`src/include/mass_pkg.sv`:
```
package mass_pkg;
  localparam int CLK_PERIOD_NS = 25;
  localparam int CLK_KHZ = 40000;
  localparam int OTB_DELAY_MS = 2;
  localparam int OTB_CYCLES = OTB_DELAY_MS * CLK_KHZ;
  localparam int PGH_DELAY_NS = 100;
  localparam int PGH_CYCLES = (PGH_DELAY_NS + CLK_PERIOD_NS - 1) / CLK_PERIOD_NS;
  localparam int TMR_W = 17;
  localparam int ADDR_W = 8;
  localparam int DATA_W = 32;
  localparam logic [ADDR_W-1:0] CTRL_OFS = 8'h00;
  localparam logic [ADDR_W-1:0] STATUS_OFS = 8'h04;
  localparam int CTRL_ON_BIT = 0;
  localparam int CTRL_CLR_BIT = 1;
  localparam int STAT_ST_LSB = 0;
  localparam int STAT_LOSS_BIT = 8;
  localparam int STAT_ON_BIT = 9;
  localparam logic CTRL_ON_RST = 1'h0;
  localparam logic [1:0] RESP_OKAY = 2'h0;
  localparam logic [1:0] RESP_SLVERR = 2'h2;
  typedef enum logic [3:0] {
    ST_OFF = 4'b0000,
    ST_CORE = 4'b0001,
    ST_OFFSET = 4'b0010,
    ST_OTB = 4'b0011,
    ST_BIAS = 4'b0100,
    ST_GBIAS = 4'b0101,
    ST_ON = 4'b0110,
    ST_PARK = 4'b0111,
    ST_HOLD = 4'b1000,
    ST_DISCH = 4'b1001,
    ST_EMERG = 4'b1010
  } mass_state_t;
endpackage : mass_pkg

```
`src/verilog/mass_axil.sv`:
```
`timescale 1ns/1ps
module mass_axil
  import mass_pkg::*;
(
  input wire logic sys_clk,
  input wire logic rst_b,
  input wire logic awvalid,
  output logic awready,
  input wire logic [ADDR_W-1:0] awaddr,
  input wire logic wvalid,
  output logic wready,
  input wire logic [DATA_W-1:0] wdata,
  input wire logic [3:0] wstrb,
  output logic bvalid,
  input wire logic bready,
  output logic [1:0] bresp,
  input wire logic arvalid,
  output logic arready,
  input wire logic [ADDR_W-1:0] araddr,
  output logic rvalid,
  input wire logic rready,
  output logic [DATA_W-1:0] rdata,
  output logic [1:0] rresp,
  output logic wr_en,
  output logic [ADDR_W-1:0] wr_addr,
  output logic [DATA_W-1:0] wr_data,
  output logic [3:0] wr_strb,
  input wire logic wr_err,
  output logic [ADDR_W-1:0] rd_addr,
  input wire logic [DATA_W-1:0] rd_data,
  input wire logic rd_err
);
  logic rd_pend;
  logic next_awready, next_wready, next_bvalid, next_arready, next_rvalid, next_rd_pend;
  logic [1:0] next_bresp, next_rresp;
  logic [ADDR_W-1:0] next_wr_addr, next_rd_addr;
  logic [DATA_W-1:0] next_wr_data, next_rdata;
  logic [3:0] next_wr_strb;

  // both halves held and no answer pending: exactly one write per pair
  assign wr_en = !awready && !wready && !bvalid;

  always_comb
  begin
    next_awready = awready;
    next_wready = wready;
    next_bvalid = bvalid;
    next_bresp = bresp;
    next_wr_addr = wr_addr;
    next_wr_data = wr_data;
    next_wr_strb = wr_strb;
    next_arready = arready;
    next_rvalid = rvalid;
    next_rresp = rresp;
    next_rdata = rdata;
    next_rd_addr = rd_addr;
    next_rd_pend = rd_pend;
    if (awvalid && awready)
    begin
      next_awready = 1'b0;
      next_wr_addr = awaddr;
    end
    if (wvalid && wready)
    begin
      next_wready = 1'b0;
      next_wr_data = wdata;
      next_wr_strb = wstrb;
    end
    if (wr_en)
    begin
      next_bvalid = 1'b1;
      next_bresp = wr_err ? RESP_SLVERR : RESP_OKAY;
    end
    if (bvalid && bready)
    begin
      next_bvalid = 1'b0;
      next_awready = 1'b1;
      next_wready = 1'b1;
    end
    if (arvalid && arready)
    begin
      next_arready = 1'b0;
      next_rd_addr = araddr;
      next_rd_pend = 1'b1;
    end
    if (rd_pend)
    begin
      next_rd_pend = 1'b0;
      next_rvalid = 1'b1;
      next_rdata = rd_data;
      next_rresp = rd_err ? RESP_SLVERR : RESP_OKAY;
    end
    if (rvalid && rready)
    begin
      next_rvalid = 1'b0;
      next_arready = 1'b1;
    end
  end

  always_ff @(posedge sys_clk or negedge rst_b)
  begin
    if (!rst_b)
    begin
      awready <= 1'b1;
      wready <= 1'b1;
      bvalid <= 1'b0;
      bresp <= RESP_OKAY;
      wr_addr <= '0;
      wr_data <= '0;
      wr_strb <= '0;
      arready <= 1'b1;
      rvalid <= 1'b0;
      rresp <= RESP_OKAY;
      rdata <= '0;
      rd_addr <= '0;
      rd_pend <= 1'b0;
    end
    else
    begin
      awready <= next_awready;
      wready <= next_wready;
      bvalid <= next_bvalid;
      bresp <= next_bresp;
      wr_addr <= next_wr_addr;
      wr_data <= next_wr_data;
      wr_strb <= next_wr_strb;
      arready <= next_arready;
      rvalid <= next_rvalid;
      rresp <= next_rresp;
      rdata <= next_rdata;
      rd_addr <= next_rd_addr;
      rd_pend <= next_rd_pend;
    end
  end
endmodule : mass_axil

```
`src/verilog/mass_seq.sv`:
```
// Decided for this implementation: the register offsets and the AXI4-Lite register port.
`timescale 1ns/1ps
// Overview of operation
// RULE_01: core and interface rails up and settled before offset, bias or reset rails.
// RULE_02: bias and reset rails wait at least the offset-to-bias delay after offset good.
// RULE_03: bias and mirror-reset rails need no order between them.
// RULE_04: cmos inputs stay low until core and interface rails have settled.
// RULE_05: core and interface rails stay on until the other rails are discharged.
// RULE_06: offset good must hold 100 ns after offset enable falls in normal shutdown.
// RULE_07: rails are enabled only while mirror output enable is high (inactive).
// RULE_08: once rails are up a global bias command completes power-up.
// RULE_09: shutdown parks mirrors first, then asserts power-down and drops three rails.
// RULE_10: on power loss, output enable goes high first; offset enable may follow good.
// RULE_11: start all off with power-down asserted; advance only on good flags and timers.
module mass_seq
  import mass_pkg::*;
#(
  parameter logic [TMR_W-1:0] OTB_LOAD = TMR_W'(OTB_CYCLES)
)
(
  input wire logic sys_clk,
  input wire logic rst_b,
  input wire logic s_axi_awvalid,
  output logic s_axi_awready,
  input wire logic [ADDR_W-1:0] s_axi_awaddr,
  input wire logic s_axi_wvalid,
  output logic s_axi_wready,
  input wire logic [DATA_W-1:0] s_axi_wdata,
  input wire logic [3:0] s_axi_wstrb,
  output logic s_axi_bvalid,
  input wire logic s_axi_bready,
  output logic [1:0] s_axi_bresp,
  input wire logic s_axi_arvalid,
  output logic s_axi_arready,
  input wire logic [ADDR_W-1:0] s_axi_araddr,
  output logic s_axi_rvalid,
  input wire logic s_axi_rready,
  output logic [DATA_W-1:0] s_axi_rdata,
  output logic [1:0] s_axi_rresp,
  input wire logic core_supply_good,
  input wire logic interface_supply_good,
  input wire logic offset_power_good,
  input wire logic bias_supply_good,
  input wire logic mirror_reset_supply_good,
  input wire logic supplies_discharged,
  input wire logic park_done,
  input wire logic power_loss,
  output logic core_supply_en,
  output logic interface_supply_en,
  output logic offset_supply_en,
  output logic bias_supply_en,
  output logic mirror_reset_supply_en,
  output logic cmos_inputs_en,
  output logic power_down_n,
  output logic mirror_output_enable_n,
  output logic global_bias_cmd,
  output logic park_req
);
  localparam logic [TMR_W-1:0] PGH_LOAD = TMR_W'(PGH_CYCLES);
  localparam logic [TMR_W-1:0] OG_ONE = TMR_W'(1);

  mass_state_t state, next_state;
  logic power_on, loss_seen, next_power_on, next_loss;
  logic next_core, next_cmos, next_offset, next_bias, next_pdn, next_oen;
  logic next_gbias, next_park;
  logic otb_start, otb_done, hold_start, hold_done;
  logic wr_en, wr_err, rd_err;
  logic [ADDR_W-1:0] wr_addr, rd_addr;
  logic [DATA_W-1:0] wr_data, rd_data;
  logic [3:0] wr_strb;
  logic [TMR_W-1:0] og_cnt, next_og_cnt;

  mass_axil u_axil (
    .sys_clk(sys_clk),
    .rst_b(rst_b),
    .awvalid(s_axi_awvalid),
    .awready(s_axi_awready),
    .awaddr(s_axi_awaddr),
    .wvalid(s_axi_wvalid),
    .wready(s_axi_wready),
    .wdata(s_axi_wdata),
    .wstrb(s_axi_wstrb),
    .bvalid(s_axi_bvalid),
    .bready(s_axi_bready),
    .bresp(s_axi_bresp),
    .arvalid(s_axi_arvalid),
    .arready(s_axi_arready),
    .araddr(s_axi_araddr),
    .rvalid(s_axi_rvalid),
    .rready(s_axi_rready),
    .rdata(s_axi_rdata),
    .rresp(s_axi_rresp),
    .wr_en(wr_en),
    .wr_addr(wr_addr),
    .wr_data(wr_data),
    .wr_strb(wr_strb),
    .wr_err(wr_err),
    .rd_addr(rd_addr),
    .rd_data(rd_data),
    .rd_err(rd_err)
  );

  mass_timer #(.W(TMR_W)) u_otb_timer (
    .sys_clk(sys_clk),
    .rst_b(rst_b),
    .start(otb_start),
    .load(OTB_LOAD),
    .done(otb_done)
  );

  mass_timer #(.W(TMR_W)) u_hold_timer (
    .sys_clk(sys_clk),
    .rst_b(rst_b),
    .start(hold_start),
    .load(PGH_LOAD),
    .done(hold_done)
  );

  always_comb
  begin
    next_state = state;
    case (state)
      ST_OFF:
        if (power_on && !power_loss && mirror_output_enable_n)
          next_state = ST_CORE; // [RULE_07] [RULE_11]
      ST_CORE:
        if (core_supply_good && interface_supply_good)
          next_state = ST_OFFSET; // [RULE_01] [RULE_04]
      ST_OFFSET:
        if (offset_power_good)
          next_state = ST_OTB;
      ST_OTB:
        // a dropped offset good restarts the whole delay
        if (!offset_power_good)
          next_state = ST_OFFSET;
        else if (otb_done)
          next_state = ST_BIAS; // [RULE_02]
      ST_BIAS:
        if (bias_supply_good && mirror_reset_supply_good)
          next_state = ST_GBIAS; // [RULE_03]
      ST_GBIAS:
        next_state = ST_ON; // [RULE_08]
      ST_ON:
        if (!power_on)
          next_state = ST_PARK;
      ST_PARK:
        if (park_done)
          next_state = ST_HOLD; // [RULE_09]
      ST_HOLD:
        if (hold_done)
          next_state = ST_DISCH; // [RULE_06]
      ST_DISCH:
        if (supplies_discharged)
          next_state = ST_OFF; // [RULE_05]
      ST_EMERG:
        if (!offset_power_good)
          next_state = ST_DISCH; // [RULE_10]
      default:
        next_state = ST_OFF;
    endcase
    // mirrors were never released during ramp, so no park is needed
    if (!power_on && state >= ST_CORE && state <= ST_GBIAS)
      next_state = ST_HOLD;
    if (power_loss && state == ST_CORE)
      next_state = ST_DISCH;
    else if (power_loss && state >= ST_OFFSET && state <= ST_PARK)
      next_state = ST_EMERG; // [RULE_10]
  end

  // pins decoded from the next state so each leaves a flop
  always_comb
  begin
    next_core = next_state != ST_OFF; // [RULE_05]
    next_cmos = next_state >= ST_OFFSET && next_state <= ST_PARK; // [RULE_04]
    next_offset = (next_state >= ST_OFFSET && next_state <= ST_PARK)
                  || next_state == ST_EMERG; // [RULE_10]
    next_bias = next_state >= ST_BIAS && next_state <= ST_PARK; // [RULE_03]
    next_pdn = next_state >= ST_OFFSET && next_state <= ST_PARK; // [RULE_09] [RULE_11]
    next_oen = next_state != ST_ON; // [RULE_07]
    next_gbias = next_state == ST_GBIAS; // [RULE_08]
    next_park = next_state == ST_PARK;
    otb_start = next_state == ST_OTB && state != ST_OTB;
    hold_start = next_state == ST_HOLD && state != ST_HOLD;
  end

  always_ff @(posedge sys_clk or negedge rst_b)
  begin
    if (!rst_b)
    begin
      state <= ST_OFF;
      core_supply_en <= 1'b0;
      interface_supply_en <= 1'b0;
      offset_supply_en <= 1'b0;
      bias_supply_en <= 1'b0;
      mirror_reset_supply_en <= 1'b0;
      cmos_inputs_en <= 1'b0;
      power_down_n <= 1'b0;
      mirror_output_enable_n <= 1'b1;
      global_bias_cmd <= 1'b0;
      park_req <= 1'b0;
    end
    else
    begin
      state <= next_state;
      core_supply_en <= next_core;
      interface_supply_en <= next_core;
      offset_supply_en <= next_offset;
      bias_supply_en <= next_bias;
      mirror_reset_supply_en <= next_bias;
      cmos_inputs_en <= next_cmos;
      power_down_n <= next_pdn;
      mirror_output_enable_n <= next_oen;
      global_bias_cmd <= next_gbias;
      park_req <= next_park;
    end
  end

  // hardware clear of power_on on ST_EMERG beats software so a loss from ST_OFFSET to ST_PARK cannot auto-restart
  always_comb
  begin
    next_power_on = power_on;
    next_loss = loss_seen;
    if (wr_en && wr_addr == CTRL_OFS && wr_strb[0])
    begin
      next_power_on = wr_data[CTRL_ON_BIT];
      if (wr_data[CTRL_CLR_BIT])
        next_loss = 1'b0;
    end
    if (next_state == ST_EMERG)
      next_power_on = 1'b0;
    if (power_loss)
      next_loss = 1'b1;
  end

  always_ff @(posedge sys_clk or negedge rst_b)
  begin
    if (!rst_b)
    begin
      power_on <= CTRL_ON_RST;
      loss_seen <= 1'b0;
    end
    else
    begin
      power_on <= next_power_on;
      loss_seen <= next_loss;
    end
  end

  always_comb
  begin
    rd_data = '0;
    rd_err = 1'b0;
    if (rd_addr == CTRL_OFS)
      rd_data[CTRL_ON_BIT] = power_on;
    else if (rd_addr == STATUS_OFS)
    begin
      rd_data[STAT_ST_LSB +: $bits(mass_state_t)] = state;
      rd_data[STAT_LOSS_BIT] = loss_seen;
      rd_data[STAT_ON_BIT] = state == ST_ON;
    end
    else
      rd_err = 1'b1;
    wr_err = !(wr_addr == CTRL_OFS || wr_addr == STATUS_OFS);
  end

  // helper for checking: cycles offset good has been seen with offset on
  always_comb
  begin
    next_og_cnt = '0;
    if (offset_supply_en && offset_power_good)
      next_og_cnt = (og_cnt == '1) ? og_cnt : og_cnt + OG_ONE;
  end

  always_ff @(posedge sys_clk or negedge rst_b)
  begin
    if (!rst_b)
      og_cnt <= '0;
    else
      og_cnt <= next_og_cnt;
  end
endmodule : mass_seq

```
`src/verilog/mass_timer.sv`:
```
`timescale 1ns/1ps
module mass_timer
  import mass_pkg::*;
#(
  parameter int W = TMR_W
)
(
  input wire logic sys_clk,
  input wire logic rst_b,
  input wire logic start,
  input wire logic [W-1:0] load,
  output logic done
);
  localparam logic [W-1:0] CNT_ONE = W'(1);
  logic [W-1:0] cnt;
  logic [W-1:0] next_cnt;
  logic next_done;

  // done stays high until the next start, so a late look still sees it
  always_comb
  begin
    next_cnt = cnt;
    next_done = done;
    if (start)
    begin
      next_cnt = load;
      next_done = 1'b0;
    end
    else if (cnt != '0)
    begin
      next_cnt = cnt - CNT_ONE;
      if (cnt == CNT_ONE)
        next_done = 1'b1;
    end
  end

  always_ff @(posedge sys_clk or negedge rst_b)
  begin
    if (!rst_b)
    begin
      cnt <= '0;
      done <= 1'b0;
    end
    else
    begin
      cnt <= next_cnt;
      done <= next_done;
    end
  end
endmodule : mass_timer
```
`config.mk`:
```
export PLATFORM = sky130hd
export DESIGN_NAME = mass_seq
export DESIGN_NICKNAME = d
export VERILOG_FILES = /design/src/include/mass_pkg.sv /design/src/verilog/mass_axil.sv /design/src/verilog/mass_seq.sv /design/src/verilog/mass_timer.sv
export SDC_FILE = /design/constraint.sdc
export NUM_CORES = 1
export LEC_CHECK = 0
export BUFFER_PORTS_ARGS = -buffer_cell sky130_fd_sc_hd__buf_4
export CAP_MARGIN = 20
export CORE_MARGIN = 2
export CORE_UTILIZATION = 56
export CTS_CLUSTER_SIZE = 10
export DETAILED_ROUTE_END_ITERATION = 10
export PLACE_DENSITY = 0.85
export SLEW_MARGIN = 40
export SYNTH_ARGS = -nofsm -noshare
export SYNTH_HDL_FRONTEND = slang
export SYNTH_SLANG_ARGS = --single-unit
```
`constraint.sdc`:
```
create_clock -name sys_clk -period 3.3 [get_ports sys_clk]
set_input_delay 0.33 -clock sys_clk [delete_from_list [all_inputs] [get_ports sys_clk]]
set_output_delay 0.33 -clock sys_clk [all_outputs]
set_load 0.02 [all_outputs]
```
==> impl_results.md <==
- Clock Tree Buf Depth: 2
- WP data arrival: 3.13 ns
- Max cap viols: 0
- HP Class: input pin to async pin
- Synth top area share: 0.4669
- Setup CP Type: flop to flop
- Asr flop ratio synth: 1.000
- Cells after synthesis: 408
- Most frequent cells in the layout: dfrtp_1, nor2_1, buf_4
- Rows: 31
- CTS tree: yes
- Cts repair resizes: 0
- Cell accounting for the most synthesized area: dfrtp_1
- All-Layer GR Usage: 0.2074
- # fillers: 551
- Layout cells sized above 1: 0.2306
- Hold Buf Count CTS: 0
- Post-Synthesis Cell Area: 4180 um^2
- Area Growth Syn to Fin: 13.50%
- Die Width: 90.40 um
- Die area: 8172 um^2
- Reg-to-Reg Start: state[3]$_DFF_PN0_
- Setup TNS: 0 ns
- Worst Max-Slew Pin Slew: 0.7444 ns
- I/O pin total: 118
- Flops & latches, synth: 82
- Post-CTS Setup Bufs: 0
- Clock root buffer: clkbuf_8
- Clock share of power: 0.198
- Clk sinks: 82
- Worst-case reg-to-reg path depth: 6
- Sw frac: 0.3869
- Max-slew violation count: 0
- Number of enable flip-flop cells after synthesis: 0
- Total CTS buffers: 9
- Via density: 5.449
- Register share of total power: 0.424
- Post-synth top flop: dfrtp_1
- Initial antenna violation count: 0
- Input/output buffers: 56
- Final hold slack: 0.004489 ns
- Avg WL per Cell: 14.12 um
- Gr ovfl total: 0
- Syn Area/Cell: 10.25 um^2
- Largest net degree at the start of global routing: 83
- Slew Limit Headroom: 0.4992
- Lkg Pwr: 2.115 nW
- First-pass GRT wire length: 13830 um
- DR vias: 3068
- P_int: 2.523 mW
- First drt pass iteration count: 4
- Final hold vios: 0
- Req. time, crit path: 3.59 ns
- Yosys warnings: 0
- Status: completed
- Vias in the first global route: 3001
- Crit path launch type: flop
- Skew-Pair Late Insertion Delay: 0.35 ns
- Setup crit end kind: flop
- Setup Skew: 0.01170 ns
- Synth unique cells: 56
- Reg clk slew, reported paths: 0.08 ns
- RSZ-0062 raised after global routing: no
- Core ar.: 7253 um^2
- H-tree depth: 3
- Remaining DRCs: 0
- Commonest non-fill, non-tap cell in the layout: dfrtp_1
- Final nets: 530
- Peak VDD IR: 0.4451 mV
- Max FO, Critical Path: 20
- Gp weighted congestion: 0.8927
- Tmin final: 2.842 ns
- Final ANT Viol Nets: 0
- Period utilization: 0.8612
- Die Y: 90.40 um
- Initial core utilization: 0.5763
- Ant diodes: 0
- Reg-to-Reg End: u_otb_timer.cnt[13]$_DFFE_PN0P_
- # setup viols final: 0
- Switching power: 1.592 mW
- DRT Wirelength: 7951 um
- HPWL Detailed: 5569 um
- FF-to-FF setup slack: 0.46 ns
- Iter 0 DRT Violations: 238
- Area contributors post-synth: dfrtp_1, buf_4, nor2_1
- Post-synthesis sequential area ratio: 0.4921
- F_max: 351.9 MHz
- Logic gate share of total power: 0.378
- PwrDens: 867.3 nW/um^2
stage by stage:
step | total power [mW] | setup slack (ns) | instances | util | cell area [um^2]
finish | 4.115 | 0.4579 | 563 | 0.6541 | 4745
global route | 4.409 | 0.1054 | 563 | 0.6541 | 4745
CTS | 4.132 | 0.4624 | 563 | 0.6541 | 4745
detailed placement | 3.301 | 0.5030 | 547 | 0.6227 | 4517
global placement | 3.192 | 0.6035 | 547 | 0.6222 | 4513
floorplan | 2.927 | 1.147 | 435 | - | 4282
worst max path at each step:
stage / startpoint / slack [ns] / endpoint
after floorplan: u_hold_timer.cnt[11]$_DFFE_PN0P_ / 1.15 / u_hold_timer.cnt[4]$_DFFE_PN0P_
after global placement: state[3]$_DFF_PN0_ / 0.60 / u_otb_timer.cnt[13]$_DFFE_PN0P_
after detailed placement: state[3]$_DFF_PN0_ / 0.50 / u_otb_timer.cnt[10]$_DFFE_PN0P_
after CTS: state[3]$_DFF_PN0_ / 0.46 / u_otb_timer.cnt[6]$_DFFE_PN0P_
after global routing: state[3]$_DFF_PN0_ / 0.11 / u_otb_timer.cnt[6]$_DFFE_PN0P_
final: state[3]$_DFF_PN0_ / 0.46 / u_otb_timer.cnt[13]$_DFFE_PN0P_
synth_stat cells, drive strengths merged (3+ instances only):
library cell  number
a21oi             14
a31oi              5
buf               42
dfrtp             78
dfstp              4
ha                 4
inv               17
mux2              19
mux2i              5
nand2             18
nand2b             9
nand3              6
nand3b             4
nand4b             4
nor2              60
nor2b              7
nor3              12
nor4              14
o21ai             12
o2bb2ai            3
or3                8
or4                5
xnor2             12
xor2              11
worst max-delay path: stages (launching register included):
cell,delay [ns]
dfrtp_1,0.71
inv_1,0.25
nor4_1,0.26
o21ai_0,0.12
a41oi_1,0.56
o2111a_1,0.67
or3b_1,0.21
routing by layer:
layer | global-route usage | share of wire
met5 | 0 | 0
met4 | 0.09744 | 0.021
met3 | 0.03756 | 0.049
met2 | 0.3459 | 0.50
met1 | 0.2632 | 0.43
kinds of logic (layout without fill, tap and decap cells):
kind of cell    after synthesis  after routing  share of synthesized area
other cells                   1             28                  0.0008971
simple gates                156            156                     0.1987
compound gates               57             57                    0.09309
mux                          24             24                    0.06316
fa+ha+maj                     4              4                    0.01197
buf+inv                      61             90                    0.09189
flops                        82             82                     0.4921
xor+xnor                     23             23                    0.04819
registers in the layout, indices dropped and copies added (netlist names), 2 cells and up:
signal / flops
u_hold_timer.cnt: 17
u_axil.rd_addr: 8
state: 4
u_axil.rdata: 6
u_axil.wr_data: 2
u_otb_timer.cnt: 17
u_axil.wr_addr: 8
final cells by class:
type                            count  area [um^2]  share of cell area
Inverter                           17        63.81             0.01345
Sequential cell                    82         2057              0.4335
Tap cell                           99        123.9             0.02611
Clock inverter                      6        90.09             0.01899
Multi-Input combinational cell    292         1841              0.3879
Timing Repair Buffer               57        431.7             0.09098
Clock buffer                       10        137.6             0.02901
power groups by stage:
stage | combinational, mW | clock, mW | sequential, mW
2_1_floorplan | 1.28 | 0 | 1.65
3_3_place_gp | 1.47 | 0 | 1.72
3_5_place_dp | 1.55 | 0 | 1.75
4_1_cts | 1.57 | 0.827 | 1.74
5_1_grt | 1.73 | 0.877 | 1.80
6_report | 1.55 | 0.815 | 1.75
Power figures use the tool's default switching activity.
